File: config.mk
export PLATFORM = sky130hd
export DESIGN_NAME = wcp_top
export DESIGN_NICKNAME = d
export VERILOG_FILES = /design/src/rtl/wcp_pkg.sv /design/src/rtl/wcp_top.sv
export SDC_FILE = /design/constraint.sdc
export NUM_CORES = 1
export LEC_CHECK = 0
export BUFFER_PORTS_ARGS = -buffer_cell sky130_fd_sc_hd__buf_2
export CAP_MARGIN = 20
export CORE_MARGIN = 1.5
export CORE_UTILIZATION = 55
export DETAILED_ROUTE_END_ITERATION = 16
export PLACE_DENSITY = 0.86
export SLEW_MARGIN = 0
export SYNTH_ARGS = -nofsm -noshare
export SYNTH_HDL_FRONTEND = slang
export SYNTH_SLANG_ARGS = --single-unit
File: constraint.sdc
create_clock -name clk -period 5.1 [get_ports clk]
set_input_delay 0 -clock clk [delete_from_list [all_inputs] [get_ports clk]]
set_output_delay 0 -clock clk [all_outputs]
set_load 0.02 [all_outputs]
File: src/rtl/wcp_pkg.sv
package wcp_pkg;

    // core clock and the fastest bus clock the port is built for
    localparam int CLK_HZ = 10_000_000;
    localparam int BUS_MAX_HZ = 400_000;
    // shortest bus clock period in core cycles, rounded down
    localparam int BUS_MIN_PERIOD_CYC = CLK_HZ / BUS_MAX_HZ;

    // slave address and the only accepted direction bit
    localparam logic [6:0] DEV_ADDR = 7'h09;
    localparam logic RW_WRITE = 1'b0;
    localparam logic [3:0] BYTE_BITS = 4'h8;

    // byte position within an addressed transfer
    localparam logic [1:0] IDX_ADDR = 2'h0;
    localparam logic [1:0] IDX_DATA1 = 2'h1;
    localparam logic [1:0] IDX_DATA2 = 2'h2;

    // command latch values after reset or lockout
    localparam logic [7:0] SP_RESET = 8'hff;
    localparam logic [7:0] CTL_RESET = 8'h00;
    localparam logic [3:0] FULL_SCALE_CODE = 4'hf;

    // set-point byte fields
    localparam int SP_REG2_HI = 7;
    localparam int SP_REG2_LO = 4;
    localparam int SP_REG3_HI = 3;
    localparam int SP_REG3_LO = 0;

    // control byte fields
    localparam int CTL_CHG_DIS = 7;
    localparam int CTL_MODE_HI = 6;
    localparam int CTL_MODE_LO = 5;
    localparam int CTL_EN1 = 4;
    localparam int CTL_EN2 = 3;
    localparam int CTL_EN3 = 2;
    localparam int CTL_ILIM_HI = 1;
    localparam int CTL_ILIM_LO = 0;

    // input filter bank: bit 0 bus clock, 1 bus data, 2 supply low, 3 supply grounded
    localparam int NUM_IN = 4;
    localparam logic [3:0] FILT_RESET = 4'h3;

    typedef enum logic [1:0]
    {
        MODE_PULSE_SKIP = 2'h0,
        MODE_FORCED_BURST = 2'h1,
        MODE_LDO = 2'h2,
        MODE_AUTO_BURST = 2'h3
    } wcp_mode_t;

    typedef enum logic [1:0]
    {
        ILIM_100MA = 2'h0,
        ILIM_WALL_1A = 2'h1,
        ILIM_SUSPEND = 2'h2,
        ILIM_500MA = 2'h3
    } wcp_ilim_t;

    // gray order along idle -> receive -> acknowledge
    typedef enum logic [1:0]
    {
        ST_IDLE = 2'h0,
        ST_RX = 2'h1,
        ST_ACK = 2'h3,
        ST_IGNORE = 2'h2
    } wcp_state_t;

endpackage

File: src/rtl/wcp_top.sv
module wcp_top
    import wcp_pkg::*;
(
    // clock, reset, enable
    input wire logic clk,
    input wire logic reset,
    input wire logic clk_en,
    // two-wire bus, data is open drain
    input wire logic scl_in,
    input wire logic sda_in,
    output logic sda_out,
    output logic sda_oe,
    // logic supply comparators
    input wire logic logic_supply_low,
    input wire logic logic_supply_grounded,
    // regulator set-points
    output logic [3:0] reg2_ref_code,
    output logic [3:0] reg3_ref_code,
    // control outputs
    output logic charger_disable,
    output logic reg1_enable,
    output logic reg2_enable,
    output logic reg3_enable,
    output logic [1:0] reg_mode,
    output logic input_limit_sel_high,
    output logic input_limit_sel_low,
    // command latch update strobe
    output logic cmd_update
);

    logic [NUM_IN-1:0] in_raw;
    logic [NUM_IN-1:0] sync1_r;
    logic [NUM_IN-1:0] sync2_r;
    logic [NUM_IN-1:0] sync3_r;
    logic [NUM_IN-1:0] filt_r;
    logic [NUM_IN-1:0] filt_nxt;
    logic [NUM_IN-1:0] agree;
    logic scl_prev_r;
    logic sda_prev_r;
    logic scl_f;
    logic sda_f;
    logic port_clear;
    logic supply_grounded;
    logic scl_rise;
    logic scl_fall;
    logic start_det;
    logic stop_det;
    logic byte_done;
    logic addr_match;

    wcp_state_t state_r;
    wcp_state_t state_nxt;
    logic [3:0] bit_cnt_r;
    logic [3:0] bit_cnt_nxt;
    logic [7:0] shift_r;
    logic [7:0] shift_nxt;
    logic [1:0] idx_r;
    logic [1:0] idx_nxt;
    logic ack_hi_r;
    logic ack_hi_nxt;
    logic oe_r;
    logic oe_nxt;
    logic [7:0] hold_sp_r;
    logic [7:0] hold_sp_nxt;
    logic [7:0] hold_ctl_r;
    logic [7:0] hold_ctl_nxt;
    logic pend_r;
    logic pend_nxt;
    logic commit;
    logic [7:0] cmd_sp_r;
    logic [7:0] cmd_ctl_r;
    logic [7:0] sp_out_r;
    logic [7:0] sp_out_nxt;
    logic [7:0] ctl_out_r;
    logic [7:0] ctl_out_nxt;
    logic upd_r;

    // three-stage sampling; a level is accepted only when stages two and three agree
    assign in_raw = {logic_supply_grounded, logic_supply_low, sda_in, scl_in};
    assign agree = ~(sync2_r ^ sync3_r);
    assign filt_nxt = (agree & sync3_r) | (~agree & filt_r);

    always_ff @(posedge clk or posedge reset)
    begin
        if (reset)
        begin
            sync1_r <= FILT_RESET;
            sync2_r <= FILT_RESET;
            sync3_r <= FILT_RESET;
            filt_r <= FILT_RESET;
            scl_prev_r <= 1'b1;
            sda_prev_r <= 1'b1;
        end
        else if (clk_en)
        begin
            sync1_r <= in_raw;
            sync2_r <= sync1_r;
            sync3_r <= sync2_r;
            filt_r <= filt_nxt;
            scl_prev_r <= filt_r[0];
            sda_prev_r <= filt_r[1];
        end
    end

    assign scl_f = filt_r[0];
    assign sda_f = filt_r[1];
    assign port_clear = filt_r[2];
    assign supply_grounded = filt_r[3];

    // edges on filtered lines; at 400 kHz a bus clock phase still spans many core cycles
    assign scl_rise = scl_f & ~scl_prev_r;
    assign scl_fall = ~scl_f & scl_prev_r;
    assign start_det = scl_f & scl_prev_r & sda_prev_r & ~sda_f;
    assign stop_det = scl_f & scl_prev_r & ~sda_prev_r & sda_f;
    assign byte_done = scl_fall && (bit_cnt_r == BYTE_BITS);
    assign addr_match = (shift_r[7:1] == DEV_ADDR) && (shift_r[0] == RW_WRITE);

    always_comb
    begin
        state_nxt = state_r;
        bit_cnt_nxt = bit_cnt_r;
        shift_nxt = shift_r;
        idx_nxt = idx_r;
        ack_hi_nxt = ack_hi_r;
        oe_nxt = oe_r;
        hold_sp_nxt = hold_sp_r;
        hold_ctl_nxt = hold_ctl_r;
        pend_nxt = pend_r;
        commit = 1'b0;
        if (port_clear)
        begin
            // lockout wipes the port, including any uncommitted pair
            state_nxt = ST_IDLE;
            oe_nxt = 1'b0;
            pend_nxt = 1'b0;
            bit_cnt_nxt = 4'h0;
            ack_hi_nxt = 1'b0;
        end
        else if (start_det)
        begin
            // a repeated START leaves the held pair untouched
            state_nxt = ST_RX;
            bit_cnt_nxt = 4'h0;
            idx_nxt = IDX_ADDR;
            oe_nxt = 1'b0;
            ack_hi_nxt = 1'b0;
        end
        else if (stop_det)
        begin
            state_nxt = ST_IDLE;
            oe_nxt = 1'b0;
            ack_hi_nxt = 1'b0;
            // partial pair never sets pend, so such a STOP does nothing
            commit = pend_r;
            pend_nxt = 1'b0;
        end
        else
        begin
            case (state_r)
                ST_RX:
                begin
                    if (scl_rise && bit_cnt_r != BYTE_BITS)
                    begin
                        shift_nxt = {shift_r[6:0], sda_f};
                        bit_cnt_nxt = bit_cnt_r + 4'h1;
                    end
                    if (byte_done)
                    begin
                        case (idx_r)
                            IDX_ADDR:
                            begin
                                state_nxt = addr_match ? ST_ACK : ST_IGNORE;
                                oe_nxt = addr_match;
                            end
                            IDX_DATA1:
                            begin
                                hold_sp_nxt = shift_r;
                                pend_nxt = 1'b0;
                                state_nxt = ST_ACK;
                                oe_nxt = 1'b1;
                            end
                            IDX_DATA2:
                            begin
                                hold_ctl_nxt = shift_r;
                                pend_nxt = 1'b1;
                                state_nxt = ST_ACK;
                                oe_nxt = 1'b1;
                            end
                            default:
                            begin
                                // a third data byte is refused
                                state_nxt = ST_IGNORE;
                                oe_nxt = 1'b0;
                            end
                        endcase
                    end
                end
                ST_ACK:
                begin
                    // hold low until the acknowledge clock has risen and fallen again
                    if (scl_rise)
                    begin
                        ack_hi_nxt = 1'b1;
                    end
                    if (scl_fall && ack_hi_r)
                    begin
                        oe_nxt = 1'b0;
                        ack_hi_nxt = 1'b0;
                        bit_cnt_nxt = 4'h0;
                        idx_nxt = idx_r + 2'h1;
                        state_nxt = ST_RX;
                    end
                end
                ST_IGNORE:
                begin
                    oe_nxt = 1'b0;
                end
                ST_IDLE:
                begin
                    oe_nxt = 1'b0;
                end
                default:
                begin
                    state_nxt = ST_IDLE;
                    oe_nxt = 1'b0;
                end
            endcase
        end
    end

    always_ff @(posedge clk or posedge reset)
    begin
        if (reset)
        begin
            state_r <= ST_IDLE;
            bit_cnt_r <= 4'h0;
            shift_r <= 8'h00;
            idx_r <= IDX_ADDR;
            ack_hi_r <= 1'b0;
            oe_r <= 1'b0;
        end
        else if (clk_en)
        begin
            state_r <= state_nxt;
            bit_cnt_r <= bit_cnt_nxt;
            shift_r <= shift_nxt;
            idx_r <= idx_nxt;
            ack_hi_r <= ack_hi_nxt;
            oe_r <= oe_nxt;
        end
    end

    always_ff @(posedge clk or posedge reset)
    begin
        if (reset)
        begin
            hold_sp_r <= SP_RESET;
            hold_ctl_r <= CTL_RESET;
            pend_r <= 1'b0;
        end
        else if (clk_en)
        begin
            hold_sp_r <= hold_sp_nxt;
            hold_ctl_r <= hold_ctl_nxt;
            pend_r <= pend_nxt;
        end
    end

    // command latch: loads only on a qualifying STOP, cleared by lockout
    always_ff @(posedge clk or posedge reset)
    begin
        if (reset)
        begin
            cmd_sp_r <= SP_RESET;
            cmd_ctl_r <= CTL_RESET;
            upd_r <= 1'b0;
        end
        else if (clk_en)
        begin
            upd_r <= commit;
            if (port_clear)
            begin
                cmd_sp_r <= SP_RESET;
                cmd_ctl_r <= CTL_RESET;
            end
            else if (commit)
            begin
                cmd_sp_r <= hold_sp_r;
                cmd_ctl_r <= hold_ctl_r;
            end
        end
    end

    // output staging: lockout forces full scale, a grounded supply hands mode to the pins
    assign sp_out_nxt = port_clear ? {FULL_SCALE_CODE, FULL_SCALE_CODE} : cmd_sp_r;
    always_comb
    begin
        ctl_out_nxt = cmd_ctl_r;
        if (supply_grounded)
        begin
            ctl_out_nxt[CTL_MODE_HI] = sda_f;
            ctl_out_nxt[CTL_MODE_LO] = scl_f;
        end
    end

    always_ff @(posedge clk or posedge reset)
    begin
        if (reset)
        begin
            sp_out_r <= SP_RESET;
            ctl_out_r <= CTL_RESET;
        end
        else if (clk_en)
        begin
            sp_out_r <= sp_out_nxt;
            ctl_out_r <= ctl_out_nxt;
        end
    end

    // pad only ever pulls low; release is by the enable
    assign sda_out = 1'b0;
    assign sda_oe = oe_r;

    assign reg2_ref_code = sp_out_r[SP_REG2_HI:SP_REG2_LO];
    assign reg3_ref_code = sp_out_r[SP_REG3_HI:SP_REG3_LO];
    assign charger_disable = ctl_out_r[CTL_CHG_DIS];
    assign reg1_enable = ctl_out_r[CTL_EN1];
    assign reg2_enable = ctl_out_r[CTL_EN2];
    assign reg3_enable = ctl_out_r[CTL_EN3];
    assign reg_mode = ctl_out_r[CTL_MODE_HI:CTL_MODE_LO];
    assign input_limit_sel_high = ctl_out_r[CTL_ILIM_HI];
    assign input_limit_sel_low = ctl_out_r[CTL_ILIM_LO];
    assign cmd_update = upd_r;

endmodule

**Yosys cells after proc, flatten, opt, wreduce, memory -nomap -nowiden**

Index checks and enable logic that the tools add are counted.

- Register bits after elaboration: 86
- Bits in latches: 0
- Bits in writable memories: 0
- Memory bits (read-only): 0
- Input port bits: 7
- Output and inout port bits: 19
- Word-level logic and storage cells: 132
- Memories: 0

- Add/sub/neg operators: 2
- Multipliers: 0
- Divide/modulo/power cells: 0
- $lt $le $gt $ge: 0
- Equal/unequal tests: 15
- Shift-type cells: 0
- Mux-type cells: 46
- Bitwise operators: 21
- Reductions and logical operators: 28

Operators with widths:

| kind | count |
|---|---|
| 8-bit 2-to-1 mux | 5 |
| 1-bit 2-to-1 mux | 20 |
| 2-bit 2-to-1 mux | 10 |
| 4-bit 2-to-1 mux | 5 |
| 5-bit AND reduction | 3 |
| 7-bit AND reduction | 2 |
| 4-bit inequality test, second input constant | 3 |
| 4-bit nonzero test | 3 |
| 5-bit inequality test, second input constant | 2 |
| 5-bit nonzero test | 2 |
| 4-bit AND | 2 |
| 1-bit NOT | 8 |
| 4-bit NOT | 2 |
| 4-bit case mux with 2 select lines | 1 |
| 1-bit AND | 7 |
| 7-bit by 4-bit == test with 1-bit output, second input constant | 1 |
| 2-bit == test, second input constant | 3 |
| 1-bit case mux with 2 select lines | 3 |
| 3-bit AND reduction | 2 |
| 6-bit AND reduction | 1 |
| 2-bit nonzero test | 3 |
| 3-bit nonzero test | 2 |
| 4-bit by 1-bit adder with 4-bit output, second input constant | 1 |
| 2-bit by 1-bit == test with 1-bit output, second input constant | 2 |
| other kinds (13) | 19 |

**Longest topological paths before layout**

- Depth after elaboration: 9
- Depth in mapped cells: 8
- Depth with buffers taken out: 7

**Least setup slack after synthesis**

No wires, ideal clock.

- Kind: reg-to-reg
- Start: register sda_prev_r
- End: register shift_r[0]
- Arrival: 1.817 ns
- Slack: 3.158 ns
- Stages on the path, launching flop included: 6
- Buffers on the path: 1
- Period minus slack after synthesis: 1.942 ns
- Path through: dfstp_2 > and4b_1 > a211o_1 > or3_4 > buf_6 > mux2_4

- Longest elaborated chain between the ends: 5
- Elaborated cells on any way between the ends: 8

Ends and longest elaborated chain:

| what | RTL line | RTL |
|---|---|---|
| start: declaration | wcp_top.sv:39 | `logic sda_prev_r;` |
| start signal: assignment | wcp_top.sv:101 | `sda_prev_r <= filt_r[1];` |
| 1-bit NOT | wcp_top.sv:114 | `assign stop_det = scl_f & scl_prev_r & ~sda_prev_r & sda_f;` |
| 1-bit AND (2 in series) | wcp_top.sv:114 |  |
| 1-bit NOT (no source line) | -- |  |
| 6-bit AND reduction (no source line) * | -- |  |
| end signal: assignment | wcp_top.sv:246 | `shift_r <= shift_nxt;` |
| end: declaration | wcp_top.sv:55 | `logic [7:0] shift_r;` |

Every way passes the cells marked *; elsewhere a longest branch is shown, timed or not.
A chain may end at the register's enable or synchronous reset.

==> results.json <==
{
  "status": "finished, violations left",
  "violations": "design-rule violations",
  "relSlewSlack_pct": 52.20,
  "die_w_um": 85.63,
  "min_period_ps": 2043,
  "maxClockFrequency_mhz": 489.5,
  "wl_um": 6477,
  "cpMaxStageDelayCell": "dfstp_2",
  "cts.htree.levels": 3,
  "clk_pin_slew_worst_paths_ps": 90,
  "num-nets-final": 340,
  "most-common-layout-cells": "52 x dfrtp_1, 38 x mux2_2, 34 x dfstp_2",
  "criticalPathCategory": "reg -> reg",
  "grt_pass1_wl_um": 11170,
  "finalHoldViolations": 0,
  "post-route-cell-area_um2": 4187,
  "ant_nets": 0,
  "utilization_pct": 64.82,
  "die_height_um": 85.63,
  "async_flop_share_pct": 100.0,
  "area_delta_synth_final_pct": 11.50,
  "synth_cell_type_count": 48,
  "tns_ps": 0,
  "drt_iter0_drc": 120,
  "hp-class": "in -> async",
  "setup_viol": 0,
  "rsz0062_at_grt": "no",
  "tritoncts": "done",
  "drc_errors": 3,
  "dp_hpwl_um": 4048,
  "gp_congestion": 0.9013,
  "tightest_slew_ps": 717.0,
  "core_um2": 6459,
  "yosys_warnings": 0,
  "multi_input_area_um2": 1440,
  "grt_start_max_net_pins": 87,
  "diodes": 0,
  "synth_cells": 299,
  "grt_usage_pct": 19.82,
  "placed_area_um2": 3905,
  "io_buffers": 24,
  "nFillCells": 487,
  "cts.sinks": 86,
  "cts_buffer_depth": 2,
  "vias": 2357,
  "synth-edff-count": 0,
  "final_layout_size_suffix_gt1_share_pct": 38.25,
  "regArea_um2": 2195,
  "wire_per_inst_um": 15.84,
  "vias_per_cell": 5.763,
  "leakagePower_nw": 1.923,
  "antenna_found_initial": 0,
  "syn_area_per_cell_um2": 12.56,
  "layout_commonest_cell": "dfrtp_1",
  "cts_setup_buffers": 0,
  "cp.arrival_ps": 2290,
  "p_per_area_nw_per_um2": 391.3,
  "critPathMaxStageDelay_ps": 610,
  "die-area_um2": 7332,
  "clock_latency_ps": 360,
  "synth.yosys.seq_area_share_pct": 58.45,
  "io_pins": 26,
  "synth_nets": 312,
  "critical_path.cell_chain": "and4b_1 > nor3_1 > and4_1 > nand2_2 > mux2_2",
  "cts_inserted_buffers": 9,
  "ys.flop_type": "dfrtp_1",
  "ys_ff_latch": 86,
  "clock_skew_ps": 7.437,
  "min_period_over_period_pct": 40.06,
  "cts_root_buf": "clkbuf_8",
  "first_global_vias": 2320,
  "initial_core_util_pct": 58.14,
  "syn_area_um2": 3755,
  "irDropWorstVdd_v": 0.0003124,
  "num_rows": 29,
  "cp-start-kind": "flip-flop",
  "grt.overflow.total": 0,
  "maxSlewViolCount": 0,
  "drv_cap": 0,
  "worst_ep_required_time_ps": 5340,
  "end_kind": "flip-flop",
  "crit_fanout": 9,
  "dr.pass1.iters": 12
}
-- kinds of logic (layout without fill, tap and decap cells) --
group,Yosys count,in the layout,share of synthesized area [%]
flops,86,86,58.45
simple gates,68,68,10.40
compound gates,66,66,11.43
mux,46,46,14.20
buf+inv,25,58,3.199
fa+ha+maj,6,6,1.999
other cells,1,1,0.09987
xor+xnor,1,1,0.2333
-- sequential cells by signal (all words and copies together), names as in the netlist, 2 cells and up, named ones only --
signal,count
idx_r,2
state_r,2
sync3_r,4
hold_ctl_r,8
cmd_ctl_r,8
sp_out_r,8
cmd_sp_r,8
shift_r,8
sync2_r,4
bit_cnt_r,4
sync1_r,4
ctl_out_r,8
hold_sp_r,8
-- final timing paths --
check / end / slack (ps) / startpoint / depth (start not counted)
worst max-delay path: hold_ctl_r[6]$_DFFE_PP0P_ / 3060 / flip-flop / 5
worst min-delay path: ctl_out_r[6]$_DFFE_PP0P_ / 270 / reset / 4
worst max register to register: hold_ctl_r[6]$_DFFE_PP0P_ / 3060 / flip-flop / 5
worst min register to register: sp_out_r[4]$_DFFE_PP1P_ / 490 / sp_out_r[4]$_DFFE_PP1P_ / 2
max in group asynchronous: sda_prev_r$_DFFE_PP1P_ / 4180 / reset / 5
min in group clk: sp_out_r[4]$_DFFE_PP1P_ / 300 / clk_en / 4
-- where the power goes --
| group | switching [W] | total [W] | internal [W] |
|---|---|---|---|
| combinational | 0.000146 | 0.000288 | 0.000141 |
| sequential | 0.000106 | 0.000883 | 0.000777 |
| clock | 0.000254 | 0.000467 | 0.000213 |
-- worst max-delay path: cells and delay by family, from the launching register on --
| family | cells | cell delay, ps |
|---|---|---|
| simple gates | 4 | 1020 |
| flops | 1 | 610 |
| mux | 1 | 310 |
-- timing repair --
item,CTS,global route
resized for setup,0,0
hold buffers,5,0
hold endpoints to repair,30,0
-- layout make-up --
type                       instances  share of cell area, %
sequential                        86                  52.42
multi-input combinational        188                  34.40
timing repair buffer              32                  5.081
clock buffer                      10                  3.556
tap                               77                  2.301
clock inverter                     6                  1.315
inverter                          10                 0.9265
-- cells in the mapped netlist (2+ instances only) --
| library cell | count | area, um2 |
|---|---|---|
| o21a_1 | 4 | 30.03 |
| buf_1 | 2 | 7.510 |
| a21o_1 | 2 | 15.01 |
| nor3b_1 | 2 | 15.01 |
| and4b_1 | 2 | 20.02 |
| nand3b_1 | 2 | 15.01 |
| nand2b_1 | 5 | 31.28 |
| nor3_1 | 2 | 10.01 |
| nor3b_2 | 2 | 25.02 |
| clkbuf_1 | 9 | 33.78 |
| ha_1 | 6 | 75.07 |
| nand3_1 | 3 | 15.01 |
| dfrtp_1 | 52 | 1301 |
| inv_1 | 10 | 37.54 |
| nand2_2 | 2 | 12.51 |
| a22o_1 | 8 | 70.07 |
| mux2i_1 | 3 | 30.03 |
| o22a_1 | 8 | 70.07 |
| nor2_1 | 28 | 105.1 |
| mux2_4 | 5 | 75.07 |
| a21oi_1 | 21 | 105.1 |
| buf_6 | 3 | 33.78 |
| and3b_1 | 3 | 26.28 |
| o31ai_1 | 2 | 15.01 |
| o21ai_0 | 14 | 70.07 |
| mux2_2 | 38 | 427.9 |
| nand2_1 | 7 | 26.28 |
| dfstp_2 | 34 | 893.4 |
-- stage by stage --
step | total power, W | hold slack, ps | setup slack, ps | instances
2_1_floorplan | 0.001107 | 151.7 | 2934 | 299
3_3_place_gp | 0.001158 | 231.3 | 3129 | 387
3_5_place_dp | 0.001175 | 238.1 | 3063 | 387
4_1_cts | 0.001652 | 263.0 | 3042 | 408
5_1_grt | 0.001733 | 271.8 | 2880 | 409
6_report | 0.001638 | 265.1 | 3057 | 409
-- layer usage --
metal	part of all wire, %	GRT usage [%]	up-vias
met5	0	0	-
met4	1.6	8.065	0
met3	3.8	5.775	11
met2	49	31.64	51
met1	46	25.56	1176
li1	-	-	1119
Power figures use the tool's default switching activity.
